==> config.mk <==
export PLATFORM = sky130hd
export DESIGN_NAME = cvd_ctrl
export DESIGN_NICKNAME = d
export VERILOG_FILES = /design/src/cvd_pkg.sv /design/src/cvd_ctrl.sv
export SDC_FILE = /design/constraint.sdc
export NUM_CORES = 1
export LEC_CHECK = 0
export ABC_AREA = 1
export BUFFER_PORTS_ARGS = -buffer_cell sky130_fd_sc_hd__buf_2
export CAP_MARGIN = 40
export CORE_MARGIN = 5
export CORE_UTILIZATION = 50
export DETAILED_ROUTE_END_ITERATION = 16
export PLACE_DENSITY_LB_ADDON = 0.2
export SYNTH_ARGS = -nofsm -noshare
export SYNTH_HDL_FRONTEND = slang
export SYNTH_SLANG_ARGS = --single-unit
==> constraint.sdc <==
create_clock -name ref_clk_i -period 4 [get_ports ref_clk_i]
set_input_delay 0.6 -clock ref_clk_i [delete_from_list [all_inputs] [get_ports ref_clk_i]]
set_output_delay 0.6 -clock ref_clk_i [all_outputs]
set_load 0.02 [all_outputs]
==> src/cvd_pkg.sv <==
// Purpose: constants for the vertical drive timing controller
// Assumes: one line clock, counts in line-clock units
// Notes: frame lengths are derived from standard line counts
package cvd_pkg;
    typedef enum logic [2:0] {
        CVD_FRAME,
        CVD_HIGH_RATE,
        CVD_FOCUS_ONE,
        CVD_FOCUS_TWO
    } cvd_mode_t;
    localparam logic [11:0] LINE_CLKS = 12'h8F0;
    localparam logic [11:0] FR_NTSC_SHORT = 12'h6B4;
    localparam logic [11:0] FR_NTSC_LINE_A = 12'h397;
    localparam logic [11:0] FR_NTSC_LINE_B = 12'h724;
    localparam logic [11:0] FR_PAL_SHORT = 12'h4B8;
    localparam logic [11:0] FR_PAL_LINE_A = 12'h3B0;
    localparam logic [11:0] FR_PAL_LINE_B = 12'h3B1;
    localparam logic [11:0] FR_PAL_LINE_C = 12'h761;
    localparam logic [11:0] FR_PAL_LINE_D = 12'h762;
    localparam logic [11:0] HR_NTSC_SHORT = 12'h478;
    localparam logic [11:0] HR_NTSC_LINE = 12'h107;
    localparam logic [11:0] HR_PAL_SHORT = 12'h620;
    localparam logic [11:0] HR_PAL_LINE = 12'h13B;
    localparam logic [11:0] F1_NTSC_SHORT = 12'h23C;
    localparam logic [11:0] F1_NTSC_LINE = 12'h0B6;
    localparam logic [11:0] F1_PAL_SHORT = 12'h310;
    localparam logic [11:0] F1_PAL_LINE = 12'h09E;
    localparam logic [11:0] F2_NTSC_SHORT = 12'h596;
    localparam logic [11:0] F2_NTSC_LINE = 12'h042;
    localparam logic [11:0] F2_PAL_SHORT = 12'h54C;
    localparam logic [11:0] F2_PAL_LINE = 12'h04F;
    localparam logic [11:0] F1_OUT_START = 12'h01A;
    localparam logic [11:0] F2_OUT_START = 12'h01E;
    localparam int BIAS_LEAD_MS = 40;
    localparam int CLK_HZ = 50000000;
    localparam int BIAS_LEAD_CYC = (BIAS_LEAD_MS * (CLK_HZ / 1000));
endpackage

==> src/cvd_ctrl.sv <==
// Purpose: line and frame sequencer driving sensor vertical timing
// Assumes: one system clock stands in for the line clock
// Notes: analogue drive levels are outside this logic
`timescale 1ns/1ps
module cvd_ctrl #(
    parameter int LINES_FRAME_NTSC = 1828,
    parameter int LINES_FRAME_PAL = 1890,
    parameter int LINES_HR_NTSC = 263,
    parameter int LINES_HR_PAL = 315,
    parameter int LINES_F1_NTSC = 182,
    parameter int LINES_F1_PAL = 158,
    parameter int LINES_F2_NTSC = 66,
    parameter int LINES_F2_PAL = 79,
    parameter int BIAS_LEAD = cvd_pkg::BIAS_LEAD_CYC,
    parameter int SWEEP_LINES = 780
) (
    input wire logic ref_clk_i,
    input wire logic nrst_i,
    input wire logic [1:0] mode_i,
    input wire logic pal_i,
    input wire logic mech_shutter_i,
    input wire logic expose_req_i,
    input wire logic shutter_closed_i,
    input wire logic [7:0] shift_lines_i,
    output logic line_start_o,
    output logic frame_start_o,
    output logic [11:0] line_o,
    output logic bias_ctrl_o,
    output logic expose_o,
    output logic sweep_o,
    output logic readout_o,
    output logic shift_o,
    output logic video_valid_o
);
    typedef enum logic [2:0] {ST_RUN, ST_LEAD, ST_EXPOSE, ST_SWEEP, ST_READ} cvd_seq_t;
    logic rst_a_r, rst_b_r;
    logic [2:0] exp_sy_r, clo_sy_r;
    logic [11:0] clk_cnt_r, line_cnt_r, line_len, frame_len, out_start;
    logic line_end, frame_end;
    logic [31:0] lead_cnt_r;
    logic [11:0] sweep_cnt_r;
    logic [7:0] shift_cnt_r;
    cvd_seq_t seq_r;
    cvd_pkg::cvd_mode_t mode;

    assign mode = cvd_pkg::cvd_mode_t'({1'b0, mode_i});

    always_ff @(posedge ref_clk_i or negedge nrst_i) begin
        if (!nrst_i) begin
            rst_a_r <= 1'b0;
            rst_b_r <= 1'b0;
        end else begin
            rst_a_r <= 1'b1;
            rst_b_r <= rst_a_r;
        end
    end

    // pins come from the camera side, synchronise before use
    always_ff @(posedge ref_clk_i or negedge rst_b_r) begin
        if (!rst_b_r) begin
            exp_sy_r <= 3'h0;
            clo_sy_r <= 3'h0;
        end else begin
            exp_sy_r <= {exp_sy_r[1:0], expose_req_i};
            clo_sy_r <= {clo_sy_r[1:0], shutter_closed_i};
        end
    end

    always_comb begin
        line_len = cvd_pkg::LINE_CLKS;
        frame_len = 12'(LINES_FRAME_NTSC);
        out_start = 12'h000;
        case (mode)
            cvd_pkg::CVD_FRAME: begin
                frame_len = pal_i ? 12'(LINES_FRAME_PAL) : 12'(LINES_FRAME_NTSC);
                if (!pal_i && (line_cnt_r == cvd_pkg::FR_NTSC_LINE_A || line_cnt_r == cvd_pkg::FR_NTSC_LINE_B))
                    line_len = cvd_pkg::FR_NTSC_SHORT;
                if (pal_i && (line_cnt_r == cvd_pkg::FR_PAL_LINE_A || line_cnt_r == cvd_pkg::FR_PAL_LINE_B ||
                        line_cnt_r == cvd_pkg::FR_PAL_LINE_C || line_cnt_r == cvd_pkg::FR_PAL_LINE_D))
                    line_len = cvd_pkg::FR_PAL_SHORT;
            end
            cvd_pkg::CVD_HIGH_RATE: begin
                frame_len = pal_i ? 12'(LINES_HR_PAL) : 12'(LINES_HR_NTSC);
                if (!pal_i && line_cnt_r == cvd_pkg::HR_NTSC_LINE)
                    line_len = cvd_pkg::HR_NTSC_SHORT;
                if (pal_i && line_cnt_r == cvd_pkg::HR_PAL_LINE)
                    line_len = cvd_pkg::HR_PAL_SHORT;
            end
            cvd_pkg::CVD_FOCUS_ONE: begin
                frame_len = pal_i ? 12'(LINES_F1_PAL) : 12'(LINES_F1_NTSC);
                out_start = cvd_pkg::F1_OUT_START;
                if (!pal_i && line_cnt_r == cvd_pkg::F1_NTSC_LINE)
                    line_len = cvd_pkg::F1_NTSC_SHORT;
                if (pal_i && line_cnt_r == cvd_pkg::F1_PAL_LINE)
                    line_len = cvd_pkg::F1_PAL_SHORT;
            end
            cvd_pkg::CVD_FOCUS_TWO: begin
                frame_len = pal_i ? 12'(LINES_F2_PAL) : 12'(LINES_F2_NTSC);
                out_start = cvd_pkg::F2_OUT_START;
                if (!pal_i && line_cnt_r == cvd_pkg::F2_NTSC_LINE)
                    line_len = cvd_pkg::F2_NTSC_SHORT;
                if (pal_i && line_cnt_r == cvd_pkg::F2_PAL_LINE)
                    line_len = cvd_pkg::F2_PAL_SHORT;
            end
            default: line_len = cvd_pkg::LINE_CLKS;
        endcase
    end

    assign line_end = (clk_cnt_r >= line_len - 12'h001);
    assign frame_end = line_end && (line_cnt_r >= frame_len);

    // lines count from 1 as on the timing charts
    always_ff @(posedge ref_clk_i or negedge rst_b_r) begin
        if (!rst_b_r) begin
            clk_cnt_r <= 12'h000;
            line_cnt_r <= 12'h001;
        end else if (line_end) begin
            clk_cnt_r <= 12'h000;
            line_cnt_r <= frame_end ? 12'h001 : line_cnt_r + 12'h001;
        end else begin
            clk_cnt_r <= clk_cnt_r + 12'h001;
        end
    end

    always_ff @(posedge ref_clk_i or negedge rst_b_r) begin
        if (!rst_b_r) begin
            line_start_o <= 1'b0;
            frame_start_o <= 1'b0;
            line_o <= 12'h000;
        end else begin
            line_start_o <= line_end;
            frame_start_o <= frame_end;
            line_o <= line_cnt_r;
        end
    end

    // frame shift burst at frame start in the two focus modes, then output window
    always_ff @(posedge ref_clk_i or negedge rst_b_r) begin
        if (!rst_b_r) begin
            shift_cnt_r <= 8'h00;
            shift_o <= 1'b0;
            video_valid_o <= 1'b0;
        end else begin
            if (frame_end && (mode == cvd_pkg::CVD_FOCUS_ONE || mode == cvd_pkg::CVD_FOCUS_TWO))
                shift_cnt_r <= shift_lines_i;
            else if (line_end && shift_cnt_r != 8'h00)
                shift_cnt_r <= shift_cnt_r - 8'h01;
            shift_o <= (shift_cnt_r != 8'h00);
            video_valid_o <= (line_cnt_r >= out_start) && (line_cnt_r <= frame_len);
        end
    end

    // shutter sequence; lead count is long, shorten via parameter in sim
    always_ff @(posedge ref_clk_i or negedge rst_b_r) begin
        if (!rst_b_r) begin
            seq_r <= ST_RUN;
            lead_cnt_r <= 32'h0000_0000;
            sweep_cnt_r <= 12'h000;
            bias_ctrl_o <= 1'b0;
            expose_o <= 1'b0;
            sweep_o <= 1'b0;
            readout_o <= 1'b0;
        end else begin
            case (seq_r)
                ST_RUN: begin
                    bias_ctrl_o <= 1'b0;
                    readout_o <= 1'b0;
                    if (mech_shutter_i && exp_sy_r[2]) begin
                        seq_r <= ST_LEAD;
                        lead_cnt_r <= 32'h0000_0000;
                        bias_ctrl_o <= 1'b1;
                    end
                end
                ST_LEAD: begin
                    lead_cnt_r <= lead_cnt_r + 32'h0000_0001;
                    if (lead_cnt_r >= 32'(BIAS_LEAD - 1)) begin
                        seq_r <= ST_EXPOSE;
                        expose_o <= 1'b1;
                    end
                end
                ST_EXPOSE: begin
                    if (clo_sy_r[2]) begin
                        seq_r <= ST_SWEEP;
                        expose_o <= 1'b0;
                        sweep_o <= 1'b1;
                        sweep_cnt_r <= 12'h000;
                    end
                end
                ST_SWEEP: begin
                    // a full field of idle lines clears blooming charge
                    // first line is partial, so wait for that many whole lines after it
                    if (line_end)
                        sweep_cnt_r <= sweep_cnt_r + 12'h001;
                    if (line_end && sweep_cnt_r >= 12'(SWEEP_LINES)) begin
                        seq_r <= ST_READ;
                        sweep_o <= 1'b0;
                        readout_o <= 1'b1;
                    end
                end
                ST_READ: begin
                    if (frame_end) begin
                        seq_r <= ST_RUN;
                        readout_o <= 1'b0;
                        bias_ctrl_o <= 1'b0;
                    end
                end
                default: seq_r <= ST_RUN;
            endcase
        end
    end
endmodule

==> metrics.md, run 1 <==
| Metric | Value |
|---|---|
| Outcome | `completed` |
| CP endpoint kind | `flip-flop` |
| R2r startpoint | `line_cnt_r[0]` |
| Mapped cell area | `6430 um2` |
| Maximum vdd drop | `0.245 mV` |
| Type of the worst min-delay path | `primary input to asynchronous set/reset pin` |
| # nets final | `958` |
| Post-synth EDFFs | `0` |
| Setup Skew | `0.00861 ns` |
| Internal reg-to-reg setup slack | `0.46 ns` |
| Critical Path Fanout Max | `19` |
| Setup TNS | `0 ns` |
| DPL Wire Length | `10800 um` |
| Final Hold Fails | `0` |
| Die area | `15200 um2` |
| Syn_nets | `916` |
| Layout cell share with drive strength beyond 1 | `8.24%` |
| Achievable Freq | `282 MHz` |
| Sink Count | `107` |
| Starting Density | `50.9%` |
| Via density | `5.15` |
| Synth top area cells | `dfrtp_1 (41%), nand2_1 (12%), inv_1 (7.1%), ha_1 (7.0%), nor2_1 (5.8%)` |
| Async set or reset register ratio after synthesis | `100%` |
| Via count | `5572` |
| Period minus WS final | `3.54 ns` |
| Die H | `123 um` |
| # diodes | `0` |
| R2r endpoint | `shift_cnt_r[4]` |
| Depth of the most critical reg-to-reg path | `23` |
| Pwr Density | `556 nW/um2` |
| Flops & latches, synth | `107` |
| First-pass GRT wire length | `25200 um` |
| H-Tree Depth | `3` |
| Area grow syn2layout | `10.2%` |
| Num rows | `41` |
| Die width | `123 um` |
| CTS tree | `yes` |
| Syn Area/Cell | `7.44 um2` |
| Max_cap viols | `0` |
| DRC | `0` |
| Sequential area share after synthesis | `41.7%` |
| CTS root buf | `clkbuf_16` |
| Maximum number of pins on one net before global-route repair | `43` |
| Most used cell, CP | `nand2_1` |
| Critical path, cell by cell | `inv_1 -> ha_1 -> inv_1 -> nor2_1 -> nand3_1 -> inv_1 -> nand2_1 -> nand2_1 -> nor2_1 -> ha_1 -> xnor2_1 -> inv_1 -> ha_1 -> a21oi_1 -> nand2_1 -> nand2_1 -> nand3_4 -> nand2_1 -> inv_1 -> nand2_1 -> nand2_1 -> o21ai_0 -> o21ai_0` |
| Top cell type's share of synthesized area | `41.3%` |
| Total Routed Length | `14300 um` |
| Critical-path top delay cell | `dfstp_2` |
| Worst Setup Path Type | `flip-flop to flip-flop` |
| I/O pin count | `36` |
| RSZ-0062 raised after global routing | `no` |
| Number of setup violations in the final report | `0` |
| DRT iter0 DRCs | `404` |
| Skew-Pair Late Insertion Delay | `0.35 ns` |
| Post-synth top flop | `dfrtp_1` |
| Worst EP required | `4.23 ns` |
| Actual slew at the worst max-slew pin | `0.609 ns` |
| Ys Warns | `0` |
| Vias in the first global route | `5359` |
| CP arrival | `3.78 ns` |
| Tot GR Track Use | `20.6%` |
| IO Port Bufs | `35` |
| Wirelength per Cell | `13.2 um` |
| Clk buf depth | `2` |
| Largest stage delay, worst path | `0.57 ns` |
| DRT Pass-1 Iters | `5` |
| Fin. max-slew vios | `0` |
| Max-slew headroom | `59.3%` |
| Worst-path clk slew | `0.07 ns` |
| Hold WS | `0.0254 ns` |
| Post-route ant nets | `0` |
| Core area | `12600 um2` |
| Synth unique cells | `45` |
| Startpoint Class | `flip-flop` |
| Gpl congestion | `0.958` |
| Post-synth top area cell | `dfrtp_1` |
| Crit share post-route | `88.6%` |
| Antenna violations before repair | `0` |
| Leak | `3.63 nW` |
| Remaining Overflow, GRT | `0` |
| Syn Inst Count | `864` |
| TritonCTS buffer count | `9` |
[where the power goes]
| group | switching, mW | internal [mW] | leakage, nW |
|---|---|---|---|
| clock network | 0.388 | 0.434 | 0.132 |
| registers | 0.304 | 1.37 | 1.40 |
| logic | 0.924 | 0.518 | 2.09 |
[cell usage in the layout, fill, tap and decap left out, types with 2 or more instances in the layout]
cell type | netlist | final
nand3b_1 | 2 | 2
clkinv_2 | 0 | 3
a21oi_1 | 36 | 36
buf_2 | 4 | 35
o22ai_1 | 8 | 8
and2_1 | 2 | 2
nor3_1 | 35 | 35
nor4_1 | 2 | 2
xor2_1 | 15 | 15
inv_1 | 122 | 122
inv_2 | 4 | 4
nand2_2 | 5 | 5
nand4_1 | 16 | 16
clkbuf_16 | 0 | 9
clkbuf_1 | 4 | 2
nor3b_1 | 4 | 4
ha_1 | 36 | 36
nor2_2 | 2 | 2
xnor2_1 | 6 | 6
o21ai_1 | 3 | 3
a211oi_1 | 2 | 2
o21ai_0 | 53 | 53
nor2_1 | 100 | 100
nand2_1 | 207 | 207
buf_4 | 1 | 6
dfrtp_1 | 106 | 105
o21bai_1 | 2 | 2
mux2i_1 | 2 | 2
nand3_1 | 66 | 66
[routing by layer]
layer | global-route usage, % | wire length, um
met1 | 29.0 | 7020
met2 | 32.7 | 6570
met3 | 4.07 | 531
met4 | 5.40 | 183
met5 | 0 | 0
[critical path: cells and delay by family (launching register included)]
kind,cells,cell delay (ns)
AO/OA/AOI/OAI,3,0.31
XOR/XNOR,1,0.12
adder cells (fa/ha/maj),3,0.74
buffers and inverters,5,0.42
AND/OR/NAND/NOR,11,1.25
flip-flops,1,0.57
[registers in the layout, indices dropped and copies added (netlist names)]
signal / count
lead_cnt_r: 32
clk_cnt_r: 12
line_cnt_r: 12
line_o: 12
sweep_cnt_r: 12
shift_cnt_r: 8
clo_sy_r: 3
exp_sy_r: 3
seq_r: 3
bias_ctrl_o: 1
expose_o: 1
frame_start_o: 1
line_start_o: 1
readout_o: 1
rst_a_r: 1
rst_b_r: 1
shift_o: 1
sweep_o: 1
video_valid_o: 1
[synth_stat cells, drive strengths merged, types with 8 or more instances]
cell,number
dfrtp,106
inv,126
xor2,15
o21ai,56
nor3,37
ha,36
nand4,17
nor2,103
o22ai,8
nand2,213
a21oi,36
nand3,68
[through the flow]
| stage | util (%) | area, um2 | setup slack [ns] | std cells | total power [mW] |
|---|---|---|---|---|---|
| 2_1_floorplan | - | 6430 | 0.800 | 864 | 2.72 |
| 3_3_place_gp | 54.0 | 6810 | 0.285 | 1067 | 3.12 |
| 3_5_place_dp | 54.0 | 6810 | 0.232 | 1067 | 3.13 |
| 4_1_cts | 56.1 | 7080 | 0.295 | 1082 | 3.96 |
| 5_1_grt | 56.1 | 7080 | 0.0441 | 1082 | 4.29 |
| 6_report | 56.1 | 7080 | 0.456 | 1082 | 3.94 |
[how the worst max path moves through the flow]
stage	end	cells after the start	slack, ns	start
5_1_grt	shift_cnt_r[4]	23	0.04	line_cnt_r[0]
2_1_floorplan	bias_ctrl_o	0	0.80	rst_b_r
3_3_place_gp	shift_cnt_r[1]	20	0.29	mode_i[1]
4_1_cts	readout_o	21	0.30	line_cnt_r[0]
6_report	shift_cnt_r[4]	23	0.46	line_cnt_r[0]
3_5_place_dp	shift_cnt_r[4]	21	0.23	mode_i[1]
[what timing repair did]
action	CTS	global route
setup endpoints to repair	0	21
gates resized for setup	0	1
setup buffers	0	0
hold buffers	0	0
hold endpoints to repair	0	0
[cell families after synthesis]
group	count (synthesis)	share of synthesized area (%)
AND/OR/NAND/NOR	450	30.6
XOR/XNOR	21	2.86
other	1	0.0583
buffers and inverters	136	8.19
flip-flops	107	41.7
adder cells (fa/ha/maj)	36	7.01
AO/OA/AOI/OAI	110	9.15
multiplexers	3	0.487
[area by class of cell]
class                   count  area [um2]
multi-input cells         621        3230
flip-flops and latches    107        2680
clock buffers              12         246
well taps                 172         215
clock inverters             3        15.0
fillers                  1200        5540
repair buffers             41         220
inverters                 126         473
(Power assumes the default switching activity.)
==> run 2, diff against run 1 <==
==> constraint.sdc (replaced) <==
create_clock -name ref_clk_i -period 4 [get_ports ref_clk_i]
set_input_delay 0 -clock ref_clk_i [delete_from_list [all_inputs] [get_ports ref_clk_i]]
set_output_delay 0 -clock ref_clk_i [all_outputs]
set_load 0.02 [all_outputs]
==> metrics.md, run 2 (synthesized netlist as in run 1, its figures left out) <==
| Metric | Value |
|---|---|
| # nets final | `969 (+1.1%)` |
| CP arrival | `3.75 ns (-0.03 ns)` |
| RSZ-0062 raised after global routing | `no` |
| Tot GR Track Use | `20.2% (-0.39 points)` |
| Hold path cells | `5` |
| Hold Crit Start | `mode_i[1]` |
| CTS root buf | `clkbuf_16` |
| Num rows | `41 (unchanged)` |
| Combinational Power Share | `36.2% (-0.4 points)` |
| Crit share post-route | `87.9% (-0.72 points)` |
| Die H | `123 um (unchanged)` |
| Worst-path clk slew | `0.07 ns (about the same)` |
| Number of setup violations in the final report | `0 (unchanged)` |
| Clk buf depth | `2 (unchanged)` |
| IO Port Bufs | `35 (unchanged)` |
| Critical path, cell by cell | `ha_1 -> nand2_1 -> nor2_1 -> nand4_1 -> nand2_1 -> nor2_1 -> ha_1 -> xnor2_1 -> inv_1 -> ha_1 -> nand2_1 -> inv_1 -> nand2_1 -> nand2_1 -> nand2_1 -> nand3_4 -> nand2_1 -> nand2_1 -> a21oi_1 -> nor2_1` |
| DRT iter0 DRCs | `392 (-3.0%)` |
| Die width | `123 um (unchanged)` |
| Worst EP required | `4.23 ns (about the same)` |
| Final Hold Fails | `0 (unchanged)` |
| Critical Path Fanout Max | `19 (unchanged)` |
| Period minus WS final | `3.52 ns (-0.0286 ns)` |
| Placed cells | `1066 (-0.094%)` |
| Most used cell, CP | `nand2_1` |
| Worst Setup Path Type | `flip-flop to flip-flop` |
| H-Tree Depth | `3 (unchanged)` |
| Hold endpoint | `shift_cnt_r[2]` |
| Setup TNS | `0 ns (unchanged)` |
| TritonCTS buffer count | `9 (unchanged)` |
| DRC | `0 (unchanged)` |
| Clock share of power | `22.2% (+1.4 points)` |
| R2r endpoint | `readout_o` |
| Via count | `5535 (-0.66%)` |
| Setup Skew | `0.00882 ns (+0.000212 ns)` |
| Starting Density | `50.9% (unchanged)` |
| Top Family by Delay on Critical Path | `simple AND/OR/NAND/NOR gates` |
| Total Routed Length | `14400 um (+0.66%)` |
| Critical-path top delay cell | `dfstp_2` |
| Skew-Pair Late Insertion Delay | `0.35 ns (about the same)` |
| Placed cell area | `6830 um2 (+0.18%)` |
| Sw Pwr | `1.63 mW (+0.83%)` |
| Antenna violations before repair | `0 (unchanged)` |
| Fin area | `7250 um2 (+2.4%)` |
| Commonest non-fill, non-tap cells in the layout | `nand2_1 (206), inv_1 (122), dfrtp_1 (105), nor2_1 (100), nand3_1 (66)` |
| Power, Total | `4.03 mW (+2.3%)` |
| Largest stage delay, worst path | `0.58 ns (about the same)` |
| Filler cell count | `1184 (-1.3%)` |
| Sw frac | `40.4% (-0.60 points)` |
| Sequential fraction of design power | `41.6% (-0.9 points)` |
| Internal power consumption | `2.40 mW (+3.4%)` |
| Actual slew at the worst max-slew pin | `0.634 ns (+0.0249 ns)` |
| Fin. max-slew vios | `0 (unchanged)` |
| Area grow syn2layout | `12.8%` |
| Post-route ant nets | `0 (unchanged)` |
| Commonest non-fill, non-tap cell in the layout | `nand2_1` |
| Remaining Overflow, GRT | `0 (unchanged)` |
| WP buf/inv | `2 (-3)` |
| Startpoint Class | `flip-flop` |
| Layout cell share with drive strength beyond 1 | `8.24% (about the same)` |
| Leak | `3.69 nW (+1.6%)` |
| Die area | `15200 um2 (unchanged)` |
| CP endpoint kind | `flip-flop` |
| # diodes | `0 (unchanged)` |
| Most flops, register | `lead_cnt_r` |
| Vias in the first global route | `5122 (-4.4%)` |
| Achievable Freq | `284 MHz (+0.81%)` |
| First-pass GRT wire length | `24500 um (-2.8%)` |
| Maximum vdd drop | `0.232 mV (-5.2%)` |
| Maximum number of pins on one net before global-route repair | `44 (+2.3%)` |
| Type of the worst min-delay path | `primary input to flip-flop` |
| I/O pin count | `36 (unchanged)` |
| Via density | `5.06 (-1.8%)` |
| R2r startpoint | `line_cnt_r[0]` |
| Fin cells | `1094 (+1.1%)` |
| Max FFs per register | `32 (unchanged)` |
| DRT Pass-1 Iters | `5 (unchanged)` |
| Max_cap viols | `0 (unchanged)` |
| Core area | `12600 um2 (unchanged)` |
| Gpl congestion | `0.952 (-0.62%)` |
| DPL Wire Length | `10900 um (+0.54%)` |
| CTS tree | `yes` |
| Max-slew headroom | `57.6% (-1.7 points)` |
| Wirelength per Cell | `13.2 um (-0.44%)` |
| Outcome | `completed` |
| Internal reg-to-reg setup slack | `0.48 ns (+0.03 ns)` |
| Depth of the most critical reg-to-reg path | `20 (-13%)` |
| Pwr Density | `556 nW/um2 (about the same)` |
| Sink Count | `107 (unchanged)` |
| Core Util, Final | `57.5% (+1.3 points)` |
[run 2: cell types whose count changed in the layout (fill, tap and decap cells not counted), sizes merged]
cell and change:
clkinvlp +2, clkinv -2, dlygate4sd3 +12, bufinv +1
buf -1
[run 2: routing by layer]
| layer | share of wire [%] | vias to the layer above | GRT usage, % |
|---|---|---|---|
| li1 | - | 2904 | - |
| met4 | 1.3 | 0 | 5.19 |
| met2 | 47 | 95 | 33.2 |
| met3 | 3.3 | 11 | 4.07 |
| met5 | 0 | - | 0 |
| met1 | 48 | 2525 | 27.5 |
[run 2: cell type report]
| cell class | instances | area [um2] | area share (%) |
|---|---|---|---|
| sequential | 107 | 2680 | 37.0 |
| clock inverter | 4 | 50.0 | 0.690 |
| multi-input combinational | 621 | 3230 | 44.6 |
| clock buffer | 12 | 246 | 3.40 |
| tap | 172 | 215 | 2.97 |
| timing repair buffer | 52 | 353 | 4.86 |
| inverter | 126 | 473 | 6.52 |
[run 2: repair_timing]
action | CTS | global route
resized for setup | 0 | 2
setup endpoints to repair | 0 | 18
hold endpoints to repair | 12 | 0
hold buffers | 12 | 0
setup buffers | 0 | 0
[run 2: worst min-delay path, delay by kind of cell]
| kind | cells | cell delay, ns |
|---|---|---|
| simple gates | 3 | 0.21 |
| buf+inv | 2 | 0.31 |
[run 2: power groups by stage]
stage / Combinational (mW) / Clock, mW / Sequential (mW)
after CTS: 1.46 / 0.922 / 1.67
after floorplan: 1.03 / 0 / 1.69
after global routing: 1.67 / 0.963 / 1.72
final: 1.46 / 0.895 / 1.68
after detailed placement: 1.45 / 0 / 1.68
after global placement: 1.42 / 0 / 1.70
[run 2: how the worst max path moves through the flow]
stage,cells past startpoint,startpoint,slack [ns],endpoint
global placement,24,line_cnt_r[0],0.41,shift_cnt_r[6]
finish,20,line_cnt_r[0],0.48,readout_o
floorplan,0,rst_b_r,0.80,bias_ctrl_o
global route,19,line_cnt_r[0],0.09,shift_cnt_r[1]
detailed placement,23,line_cnt_r[0],0.32,shift_cnt_r[4]
CTS,23,line_cnt_r[0],0.29,shift_cnt_r[4]
[run 2: stage by stage]
step / hold slack [ns] / worst slack, ns
5_1_grt: 0.231 / 0.0908
3_3_place_gp: -0.212 / 0.414
6_report: 0.219 / 0.485
2_1_floorplan: -0.296 / 0.800
3_5_place_dp: -0.205 / 0.318
4_1_cts: 0.205 / 0.295
